File: config.mk
export PLATFORM = sky130hd
export DESIGN_NAME = dpm_prog_fsm
export DESIGN_NICKNAME = d
export VERILOG_FILES = /design/src/dpm_pkg.sv /design/src/dpm_flash.sv /design/src/dpm_prog_fsm.sv
export SDC_FILE = /design/constraint.sdc
export NUM_CORES = 1
export LEC_CHECK = 0
export BUFFER_PORTS_ARGS = -buffer_cell sky130_fd_sc_hd__buf_2
export CORE_MARGIN = 5
export CORE_UTILIZATION = 50
export CTS_CLUSTER_DIAMETER = 80
export DETAILED_ROUTE_END_ITERATION = 6
export PLACE_DENSITY = 0.7
export SYNTH_ARGS = -nofsm -noshare
export SYNTH_HDL_FRONTEND = slang
export SYNTH_HIERARCHICAL = 1
export SYNTH_SLANG_ARGS = --single-unit
File: constraint.sdc
create_clock -name i_clk_sys -period 3.8 [get_ports i_clk_sys]
set_input_delay 0 -clock i_clk_sys [delete_from_list [all_inputs] [get_ports i_clk_sys]]
set_output_delay 0 -clock i_clk_sys [all_outputs]
set_load 0.05 [all_outputs]
File: src/dpm_pkg.sv
// Package of constants and types for the decoder programming mode block.
package dpm_pkg;

    localparam int unsigned CLK_HZ = 250_000_000;
    localparam int unsigned LIT_MS = 1000;
    localparam int unsigned LIT_CYC = CLK_HZ / 1000 * LIT_MS;
    localparam int unsigned TICK_MS = 50;
    localparam int unsigned TICK_CYC = CLK_HZ / 1000 * TICK_MS;
    localparam logic [6:0] LEGACY_ZERO = 7'h50;
    localparam logic [6:0] SHORT_LIMIT = 7'h50;
    localparam logic [6:0] LONG_KEY = 7'h07;
    localparam logic [13:0] ADDR_RST = 14'h0003;

    typedef enum logic [3:0]
    {
        DPM_PAT_OFF = 4'h0,
        DPM_PAT_BRIEF = 4'h1,
        DPM_PAT_DOUBLE = 4'h2,
        DPM_PAT_STEADY = 4'h3,
        DPM_PAT_SLOW = 4'h4,
        DPM_PAT_LS = 4'h5,
        DPM_PAT_LSS = 4'h6,
        DPM_PAT_LSSS = 4'h7
    } dpm_pat_type;

    // Packet fields as decoded by the track receiver.
    typedef struct packed
    {
        logic valid;
        logic service;
        logic main_write;
        logic verify;
        logic bit_op;
        logic [13:0] addr;
        logic [9:0] cv;
        logic [7:0] data;
        logic [2:0] bit_pos;
        logic bit_val;
    } dpm_cmd_type;

    typedef struct packed
    {
        logic valid;
        logic [9:0] cv;
        logic [7:0] data;
    } dpm_wr_type;

endpackage : dpm_pkg

File: src/dpm_flash.sv
// Headlight pattern generator for programming feedback.
`timescale 1ns/100ps
module dpm_flash #(
    parameter int unsigned TICK_CYC = dpm_pkg::TICK_CYC
)
(
    input wire logic i_clk_sys,
    input wire logic i_srst,
    input wire dpm_pkg::dpm_pat_type i_pat,
    input wire logic i_restart,
    output logic o_lamp
);

    if (TICK_CYC < 2)
    begin : g_tick_check
        $error("TICK_CYC too small");
    end

    logic [31:0] div_r, div_nxt;
    logic [4:0] step_r, step_nxt;
    logic lamp_r, lamp_nxt;
    logic [15:0] bits_now;

    // Pattern table: 16 ticks per period, one bit per tick.
    function automatic logic [15:0] pat_bits(input dpm_pkg::dpm_pat_type p);
        case (p)
            dpm_pkg::DPM_PAT_BRIEF: pat_bits = 16'h0003;
            dpm_pkg::DPM_PAT_DOUBLE: pat_bits = 16'h0005;
            dpm_pkg::DPM_PAT_STEADY: pat_bits = 16'hFFFF;
            dpm_pkg::DPM_PAT_SLOW: pat_bits = 16'h00FF;
            dpm_pkg::DPM_PAT_LS: pat_bits = 16'h004F;
            dpm_pkg::DPM_PAT_LSS: pat_bits = 16'h014F;
            dpm_pkg::DPM_PAT_LSSS: pat_bits = 16'h054F;
            default: pat_bits = 16'h0000;
        endcase
    endfunction : pat_bits

    always_comb
    begin
        div_nxt = div_r + 32'h1;
        step_nxt = step_r;
        if (div_r >= TICK_CYC - 1)
        begin
            div_nxt = 32'h0;
            step_nxt = step_r + 5'h1;
        end
        // The double flash runs once and then stays dark.
        if (i_pat == dpm_pkg::DPM_PAT_DOUBLE && step_r[4])
        begin
            step_nxt = step_r;
        end
        if (i_restart)
        begin
            div_nxt = 32'h0;
            step_nxt = 5'h0;
        end
        bits_now = pat_bits(i_pat);
        lamp_nxt = bits_now[step_r[3:0]] &
            !(i_pat == dpm_pkg::DPM_PAT_DOUBLE && step_r[4]);
    end

    always_ff @(posedge i_clk_sys)
    begin
        if (i_srst)
        begin
            div_r <= 32'h0;
            step_r <= 5'h0;
            lamp_r <= 1'b0;
        end
        else
        begin
            div_r <= div_nxt;
            step_r <= step_nxt;
            lamp_r <= lamp_nxt;
        end
    end

    assign o_lamp = lamp_r;

endmodule : dpm_flash

File: src/dpm_prog_fsm.sv
// Configuration programming interpreter of the decoder.
`timescale 1ns/100ps
module dpm_prog_fsm #(
    parameter int unsigned LIT_CYC = dpm_pkg::LIT_CYC,
    parameter int unsigned TICK_CYC = dpm_pkg::TICK_CYC
)
(
    input wire logic i_clk_sys,
    input wire logic i_srst,
    input wire dpm_pkg::dpm_cmd_type i_cmd,
    input wire logic [13:0] i_my_addr,
    input wire logic i_track_power,
    input wire logic i_dir_change,
    input wire logic [6:0] i_legacy_num,
    input wire logic [7:0] i_cv_rdata,
    output dpm_pkg::dpm_wr_type o_wr,
    output logic o_ack,
    output logic o_lamp,
    output logic o_legacy_active,
    output logic o_long_mode
);

    if (LIT_CYC < 1)
    begin : g_lit_check
        $error("LIT_CYC must be at least one");
    end

    typedef enum logic [7:0]
    {
        DPM_IDLE = 8'h01,
        DPM_ARMED = 8'h02,
        DPM_S_CV = 8'h04,
        DPM_S_VAL = 8'h08,
        DPM_L_CVH = 8'h10,
        DPM_L_CVU = 8'h20,
        DPM_L_VH = 8'h40,
        DPM_L_VU = 8'h80
    } dpm_state_type;

    // Pin inputs pass two flip-flops before use.
    logic pwr_s1_r, pwr_s2_r, pwr_d_r;
    logic dir_s1_r, dir_s2_r, dir_d_r;
    // The keyed number settles well before its confirm edge, so two stages do.
    logic [6:0] num_s1_r, num_s2_r;

    dpm_state_type state_r, state_nxt;
    logic [9:0] cv_r, cv_nxt;
    logic [7:0] val_r, val_nxt;
    logic [31:0] lit_r, lit_nxt;
    dpm_pkg::dpm_pat_type pat_r, pat_nxt;
    logic restart_nxt, restart_r;
    dpm_pkg::dpm_wr_type wr_r, wr_nxt;
    logic ack_r, ack_nxt;
    logic act_r, act_nxt, long_r, long_nxt;

    // A keyed 80 stands for digit pair zero.
    function automatic logic [6:0] digit_pair(input logic [6:0] n);
        digit_pair = (n == dpm_pkg::LEGACY_ZERO) ? 7'h00 : n;
    endfunction : digit_pair

    function automatic logic [9:0] times_ten(input logic [6:0] n);
        times_ten = 10'({3'h0, n} * 10'd10);
    endfunction : times_ten

    logic pwr_up, pwr_dn, dir_ev;
    logic [6:0] num;
    assign pwr_up = pwr_s2_r & !pwr_d_r;
    assign pwr_dn = !pwr_s2_r & pwr_d_r;
    assign dir_ev = dir_s2_r & !dir_d_r;
    assign num = digit_pair(num_s2_r);

    always_ff @(posedge i_clk_sys)
    begin
        if (i_srst)
        begin
            // Powered track is the idle level, so no false edge follows reset.
            pwr_s1_r <= 1'b1;
            pwr_s2_r <= 1'b1;
            pwr_d_r <= 1'b1;
            dir_s1_r <= 1'b0;
            dir_s2_r <= 1'b0;
            dir_d_r <= 1'b0;
            num_s1_r <= 7'h00;
            num_s2_r <= 7'h00;
        end
        else
        begin
            pwr_s1_r <= i_track_power;
            pwr_s2_r <= pwr_s1_r;
            pwr_d_r <= pwr_s2_r;
            dir_s1_r <= i_dir_change;
            dir_s2_r <= dir_s1_r;
            dir_d_r <= dir_s2_r;
            num_s1_r <= i_legacy_num;
            num_s2_r <= num_s1_r;
        end
    end

    ////////////////////////////////////////////////////////////////////////

    logic addr_hit;
    assign addr_hit = (i_cmd.addr == i_my_addr);

    always_comb
    begin
        state_nxt = state_r;
        cv_nxt = cv_r;
        val_nxt = val_r;
        lit_nxt = (lit_r != 32'h0) ? lit_r - 32'h1 : 32'h0;
        pat_nxt = pat_r;
        restart_nxt = 1'b0;
        wr_nxt = '0;
        ack_nxt = 1'b0;

        // Track-packet writes; readback only on the programming track.
        if (i_cmd.valid && !act_r)
        begin
            if (i_cmd.service || (i_cmd.main_write && addr_hit))
            begin
                if (i_cmd.bit_op)
                begin
                    // Bit 0 is the least significant bit.
                    wr_nxt.data = i_cv_rdata;
                    wr_nxt.data[i_cmd.bit_pos] = i_cmd.bit_val;
                    if (i_cmd.verify)
                    begin
                        ack_nxt = i_cmd.service &
                            (i_cv_rdata[i_cmd.bit_pos] == i_cmd.bit_val);
                    end
                end
                else
                begin
                    wr_nxt.data = i_cmd.data;
                    if (i_cmd.verify)
                    begin
                        ack_nxt = i_cmd.service &
                            (i_cv_rdata == i_cmd.data);
                    end
                end
                wr_nxt.valid = !i_cmd.verify;
                wr_nxt.cv = i_cmd.cv;
            end
        end

        case (state_r)
            DPM_IDLE:
            begin
                // Entry is armed by a direction change while power is off.
                if (dir_ev && !pwr_s2_r)
                begin
                    state_nxt = DPM_ARMED;
                end
            end
            DPM_ARMED:
            begin
                if (pwr_up)
                begin
                    if (num_s2_r[5:0] == i_my_addr[5:0] ||
                        num_s2_r == dpm_pkg::LEGACY_ZERO)
                    begin
                        state_nxt = DPM_S_CV;
                        pat_nxt = dpm_pkg::DPM_PAT_BRIEF;
                        restart_nxt = 1'b1;
                    end
                    else
                    begin
                        state_nxt = DPM_IDLE;
                    end
                end
            end
            DPM_S_CV:
            begin
                if (dir_ev)
                begin
                    if (num == 7'h00)
                    begin
                        state_nxt = DPM_IDLE;
                        pat_nxt = dpm_pkg::DPM_PAT_OFF;
                    end
                    else
                    begin
                        cv_nxt = {3'h0, num};
                        state_nxt = DPM_S_VAL;
                        pat_nxt = dpm_pkg::DPM_PAT_DOUBLE;
                        restart_nxt = 1'b1;
                    end
                end
                else if (lit_r == 32'h1)
                begin
                    pat_nxt = dpm_pkg::DPM_PAT_BRIEF;
                    restart_nxt = 1'b1;
                end
            end
            DPM_S_VAL:
            begin
                if (dir_ev)
                begin
                    if (cv_r < {3'h0, dpm_pkg::SHORT_LIMIT} &&
                        num < dpm_pkg::SHORT_LIMIT)
                    begin
                        wr_nxt.valid = 1'b1;
                        wr_nxt.cv = cv_r;
                        wr_nxt.data = {1'b0, num};
                    end
                    if (cv_r == {3'h0, dpm_pkg::LONG_KEY} &&
                        num == dpm_pkg::LONG_KEY)
                    begin
                        state_nxt = DPM_L_CVH;
                        pat_nxt = dpm_pkg::DPM_PAT_SLOW;
                    end
                    else
                    begin
                        state_nxt = DPM_S_CV;
                        pat_nxt = dpm_pkg::DPM_PAT_STEADY;
                        lit_nxt = LIT_CYC;
                    end
                    restart_nxt = 1'b1;
                end
            end
            DPM_L_CVH:
            begin
                if (dir_ev)
                begin
                    cv_nxt = times_ten(num);
                    state_nxt = DPM_L_CVU;
                    pat_nxt = dpm_pkg::DPM_PAT_LS;
                    restart_nxt = 1'b1;
                end
                else if (lit_r == 32'h1)
                begin
                    pat_nxt = dpm_pkg::DPM_PAT_SLOW;
                    restart_nxt = 1'b1;
                end
            end
            DPM_L_CVU:
            begin
                if (dir_ev)
                begin
                    cv_nxt = cv_r + {3'h0, num};
                    state_nxt = DPM_L_VH;
                    pat_nxt = dpm_pkg::DPM_PAT_LSS;
                    restart_nxt = 1'b1;
                end
            end
            DPM_L_VH:
            begin
                if (dir_ev)
                begin
                    val_nxt = 8'(times_ten(num));
                    state_nxt = DPM_L_VU;
                    pat_nxt = dpm_pkg::DPM_PAT_LSSS;
                    restart_nxt = 1'b1;
                end
            end
            DPM_L_VU:
            begin
                if (dir_ev)
                begin
                    // Any 0..255 result is accepted; larger sums wrap.
                    wr_nxt.valid = 1'b1;
                    wr_nxt.cv = cv_r;
                    wr_nxt.data = val_r + {1'b0, num};
                    state_nxt = DPM_L_CVH;
                    pat_nxt = dpm_pkg::DPM_PAT_STEADY;
                    lit_nxt = LIT_CYC;
                    restart_nxt = 1'b1;
                end
            end
            default:
            begin
                state_nxt = DPM_IDLE;
            end
        endcase

        // Switching track power off ends either legacy mode.
        if (pwr_dn && state_r != DPM_IDLE && state_r != DPM_ARMED)
        begin
            state_nxt = DPM_IDLE;
            pat_nxt = dpm_pkg::DPM_PAT_OFF;
        end
        act_nxt = !(state_nxt == DPM_IDLE || state_nxt == DPM_ARMED);
        long_nxt = state_nxt == DPM_L_CVH || state_nxt == DPM_L_CVU ||
            state_nxt == DPM_L_VH || state_nxt == DPM_L_VU;
    end

    always_ff @(posedge i_clk_sys)
    begin
        if (i_srst)
        begin
            state_r <= DPM_IDLE;
            cv_r <= 10'h000;
            val_r <= 8'h00;
            lit_r <= 32'h0;
            pat_r <= dpm_pkg::DPM_PAT_OFF;
            restart_r <= 1'b0;
            wr_r <= '0;
            ack_r <= 1'b0;
            act_r <= 1'b0;
            long_r <= 1'b0;
        end
        else
        begin
            state_r <= state_nxt;
            cv_r <= cv_nxt;
            val_r <= val_nxt;
            lit_r <= lit_nxt;
            pat_r <= pat_nxt;
            restart_r <= restart_nxt;
            wr_r <= wr_nxt;
            ack_r <= ack_nxt;
            act_r <= act_nxt;
            long_r <= long_nxt;
        end
    end

    dpm_flash #(
        .TICK_CYC(TICK_CYC)
    ) u_flash (
        .i_clk_sys(i_clk_sys),
        .i_srst(i_srst),
        .i_pat(pat_r),
        .i_restart(restart_r),
        .o_lamp(o_lamp)
    );

    assign o_wr = wr_r;
    assign o_ack = ack_r;
    assign o_legacy_active = act_r;
    assign o_long_mode = long_r;

endmodule : dpm_prog_fsm

After elaboration in Yosys (flattened, before gate mapping). Index checks and enable logic that the tools add are counted.

Divide/modulo/power cells: 0. $lt $le $gt $ge: 6. Equal/unequal tests: 42. Multiplexer cells: 63. Add/sub/neg operators: 5. Multipliers: 1. Shift-type cells: 0. Reductions and logical operators: 35. Bitwise gates (word level): 9.

Operator list (number): 2-to-1 mux 32 bit (4); one-hot mux 16 bit (7 select lines) (1); 2-to-1 mux 19 bit (5); 2-to-1 mux 8 bit (10); one-hot mux 32 bit (2 select lines) (1); one-hot mux 8 bit (8 select lines) (1); 2-to-1 mux 4 bit (11); 2-to-1 mux 10 bit (4); one-hot mux 19 bit (2 select lines) (1); adder 32 x 1 -> 32 bit (second input constant) (1); equality test 32 x 1 -> 1 bit (second input constant) (1); >= comparator 32 x 24 -> 1 bit (second input constant) (1); nonzero test 32 bit (1); subtractor 32 x 1 -> 32 bit (second input constant) (1); one-hot mux 10 bit (3 select lines) (1); one-hot mux 4 bit (7 select lines) (1); inequality test 2 bit (second input constant) (9); equality test 4 x 3 -> 1 bit (second input constant) (4); equality test 8 x 1 -> 1 bit (second input constant) (2); equality test 8 x 2 -> 1 bit (second input constant) (2); equality test 8 x 5 -> 1 bit (second input constant) (2); equality test 8 x 6 -> 1 bit (second input constant) (2); equality test 8 x 7 -> 1 bit (second input constant) (2); equality test 8 bit (second input constant) (2); other kinds (47) (91).

Input bits: 74. Latch bits: 0. Memory bits (read-only): 0. Word-level logic and storage cells: 184. Memories kept: 0. Bits in writable memories: 0. Register bits: 142.

Depth between registers and ports, before layout.
Word-level depth: 12. Depth in mapped cells: 12. Depth with buffers taken out: 11.

Modules after synthesis. Netlist, hierarchy kept.

Modules (own cells, without submodules): dpm_prog_fsm (times used 1, cells an instance 732, area an instance 6032.0 um^2); dpm_flash (times used 1, cells an instance 196, area an instance 1856.8 um^2).

Worst setup path before layout. No wires, ideal clock.

Kind: reg2reg. Start: register num_s2_r[2]. End: register cv_r[8]. Data required time: 3683 ps. Path slack: 710 ps. Arrival time: 2972 ps. Buffers on the path: 1. Stages on the path, launching flop included: 13. Cells stage by stage: dfxtp_1 -> clkbuf_1 -> or4_1 -> o31a_1 -> ha_1 -> inv_1 -> fa_1 -> inv_1 -> a21o_1 -> a21oi_1 -> xnor2_1 -> a22o_1 -> a32o_1.

Word-level cells in the longest chain between the ends: 5.

RTL lines: from (decl) (line dpm_prog_fsm.sv:44) `logic [6:0] num_s1_r, num_s2_r;`; from (signal assigned) (line dpm_prog_fsm.sv:95) `num_s2_r <= num_s1_r;`; equality test 7 bit (line dpm_prog_fsm.sv:58) `digit_pair = (n == dpm_pkg::LEGACY_ZERO) ? 7'h00 : n;`; 2-to-1 mux 7 bit * (line dpm_prog_fsm.sv:58); multiplier 7 x 3 -> 9 bit (tied with other cells); 2-to-1 mux 10 bit (tied with other cells) (line dpm_prog_fsm.sv:222) `if (dir_ev)`; one-hot mux 10 bit (3 select lines) or AND reduction 5 bit (tied branches); to (signal assigned) (line dpm_prog_fsm.sv:304) `cv_r <= cv_nxt;`; to (decl) (line dpm_prog_fsm.sv:47) `logic [9:0] cv_r, cv_nxt;`.

Every way passes the cells marked *; elsewhere a longest branch is shown, timed or not. The select of a mux whose other input is x is not followed. A chain may end at the register's enable or synchronous reset.

Worst setup path after layout.
Start: register num_s2_r[1]. End: register cv_r[8].

Same word-level chain as after synthesis.

==> flow_summary.toml <==
[die]
dieArea_um2 = 18400
die_w_um = 136
die_y_um = 136
start_util = 0.504
core_area_um2 = 15700
ioPinCount = 97
rows = 46

[placed_design]
placed_area_um2 = 8570
io_buffer_count = 96
globalplace.congestion = 0.920
dp_hpwl_um = 14200

[drt]
vias = 7070
wl_met1_um = 9780
route.met3.wl_um = 1650
routed.top_layer = "met4"
route.detailed.drc = 0
drt_pre_antenna_iters = 5
viasPerCell = 5.54
wl_per_cell_um = 15.8
dr_wl_met2_um = 8440
ant_nets = 0
drtIter0Drc = 397
wirelength_um = 20200

[final_layout]
nets = 1151
register_area_um2 = 2820
synthToLayoutAreaGrowth_pct = 20.2
multi_input_comb_area_um2 = 4800
mostFrequentLayoutCells = "dfxtp_1 (141), buf_2 (96), nor2_1 (82)"
antenna_cells = 0
final_common_cell = "dfxtp_1"
drive_gt1_frac = 0.169
fillers = 1397
final_area_um2 = 9480

[worst_setup_path]
crit_fanout = 8
worstPathArrival_ns = 3.41
critPathSlowestCell = "or4_1"
path_cells = "or4_1 -> o31a_1 -> ha_1 -> inv_1 -> fa_1 -> inv_1 -> a21o_1 -> a21oi_1 -> xnor2_1 -> a22o_1 -> a32o_1"
worstSetupEndpointType = "flip-flop"
cpMostUsedCell = "inv_1"
rr_startpoint = "num_s2_r[1]$_SDFF_PP0_"
cp_top_family = "compound AO/OA/AOI/OAI gates"
r2r_end = "cv_r[8]$_SDFFE_PP0P_"
crit_type = "flip-flop to flip-flop"
reg2reg_slack_ns = 0.70
start_kind = "flip-flop"
required_ns = 4.11
cp.depth = 11
critPathBufInv = 2
reg2reg_depth = 11
slowest_delay_ns = 0.60

[synthesis]
async_reset_ff_frac = 0
synth_top_family_by_area = "simple AND/OR/NAND/NOR gates"
syn_avg_cell_area_um2 = 8.50
ys_warn_count = 6
synth_xor_xnor_area_share = 0.108
synth_edf_count = 0
synth_fa_ha_area_frac = 0.0489
synth_ff_type = "dfxtp_1"
synth_area_um2 = 7890
synth-seq-cells = 141
muxShareOfSynthArea = 0.0233
synth-seq-area-share = 0.358
synth.distinct_cells = 72
synth_compound_area_frac = 0.161
syn_inst = 928
synth_simple_gate_area_frac = 0.261

[sta]
fmax_ghz = 0.323
finalClockSkew_ns = 0.00890
slew_viol_final = 0
whs_ns = 0.0391
post-route-min-period_ns = 3.10
fin_setup_tns_ns = 0
slew_headroom = 0.376
grt_setup_unrepaired = "no"
worstMarginPinSlew_ns = 0.927
post-route-period-util = 0.815
hold_violations = 0
setup-violations-final = 0

[global_routing]
grt_pass1_vias = 6541
gr-total-overflow = 0
grt_pass1_wl_um = 33300
track_usage = 0.224
grt_max_degree = 55
antenna_found_initial = 0

[clocking]
htreeDepth = 4
clkTransAtPathRegs_ns = 0.06
post-cts-setup-buffers = 0
clock_path_buffers = 2
clock_sinks = 141
cts_tree = "built"
cts_buffers = 17
root_buffer = "clkbuf_16"
clk_latency_ns = 0.42

[power]
p_leak_uw = 0.00378
irDropWorstVdd_v = 0.000454
power_density_nw_per_um2 = 475

[worst_hold_path]
hp-class = "primary input to flip-flop"
min_to = "o_ack$_SDFF_PP0_"
hp-start = "i_cmd[36]"
hold_depth = 3

[flow_run]
cap_violations = 0

[run_status]
status = "finished clean"
[how the worst max path moves through the flow]
stage / from / endpoint
2_1_floorplan: num_s2_r[2]$_SDFF_PP0_ / cv_r[8]$_SDFFE_PP0P_
3_3_place_gp: num_s2_r[1]$_SDFF_PP0_ / cv_r[8]$_SDFFE_PP0P_
3_5_place_dp: num_s2_r[1]$_SDFF_PP0_ / cv_r[8]$_SDFFE_PP0P_
4_1_cts: num_s2_r[1]$_SDFF_PP0_ / cv_r[8]$_SDFFE_PP0P_
5_1_grt: num_s2_r[5]$_SDFF_PP0_ / cv_r[9]$_SDFFE_PP0P_
6_report: num_s2_r[1]$_SDFF_PP0_ / cv_r[8]$_SDFFE_PP0P_
[repair_timing]
item / in CTS / in global routing
hold buffers: 30 / 0
endpoints found under the setup margin: 0 / 0
endpoints found under the hold margin: 30 / 0
resized for setup: 0 / 0
[layout make-up]
class,count,share of cell area
Timing Repair Buffer,142,0.0950
Inverter,20,0.00792
Multi-Input combinational cell,726,0.506
Clock inverter,15,0.0199
Clock buffer,17,0.0449
Tap cell,216,0.0285
Sequential cell,141,0.298
[report_power, final]
group	internal [uW]	total [uW]	leakage [uW]	switching [uW]
Clock	1040	1730	0.000300	685
Sequential	1630	1770	0.00115	137
Combinational	444	1000	0.00233	561
Total	3120	4500	0.00378	1380
[cells in the mapped netlist (4+ instances only)]
master    count  area, um2
and4_1        5       43.8
clkbuf_1     40        150
mux2i_1      15        150
nor2_4       11        124
nand4_1      15       93.8
nand2_1      69        259
nor2_1       82        308
xnor2_1      68        596
nor2b_1      25        156
a21oi_1      48        240
o21a_1        7       52.6
nor3_1       25        125
a21o_1       12       90.1
o211ai_1     11       82.6
o21ai_0      43        215
buf_1         5       18.8
nor2_2        9       56.3
xor2_1       29        254
o22ai_1       7       43.8
inv_1        19       71.3
nor3b_1       5       37.5
and2_1        6       37.5
o31ai_1       5       37.5
nor4_1       18        113
or2_2         4       25.0
a22oi_1       7       52.6
nand3_1      43        215
ha_1         26        325
a31oi_1       5       31.3
and3_1        7       43.8
a211oi_1     13       97.6
o21bai_1      4       30.0
or3_1         8       50.1
nand4b_1      4       35.0
nand2b_1      7       43.8
a311oi_1      4       35.0
nand3b_1      6       45.0
or4_1        12       90.1
dfxtp_1     141       2820
[logic make-up (layout without fill, tap and decap cells)]
kind of cell | Yosys count | after routing
simple gates | 376 | 376
compound gates | 195 | 195
flops | 141 | 141
xor+xnor | 97 | 97
buf+inv | 71 | 194
fa+ha+maj | 29 | 29
mux | 17 | 17
other cells | 2 | 12
[per-stage QoR]
step	util	setup WS, ns	instances	total power [uW]
after floorplan	-	0.710	938	2530
after global placement	0.547	0.759	1215	2750
after detailed placement	0.547	0.723	1215	2770
after CTS	0.606	0.710	1277	4540
after global routing	0.606	0.545	1277	4770
final	0.606	0.702	1277	4500
[routing by layer]
layer	track usage	vias to the layer above
li1	-	3566
met1	0.329	3219
met2	0.322	259
met3	0.0505	26
met4	0.0773	0
met5	0	-
[state kept, by name, indices dropped and copies added (netlist names), 3 cells and up]
register / count
lit_r: 32
u_flash/div_r: 32
o_wr: 19
cv_r: 10
state_r: 8
num_s1_r: 7
num_s2_r: 7
val_r: 7
u_flash/step_r: 5
pat_r: 3
[worst min-delay path: cells and delay by family]
family | cells | cell delay [ns]
buffers and inverters | 1 | 0.20
and+or+nand+nor | 1 | 0.06
AOI/OAI and AO/OA | 1 | 0.15
(Power assumes the default switching activity.)
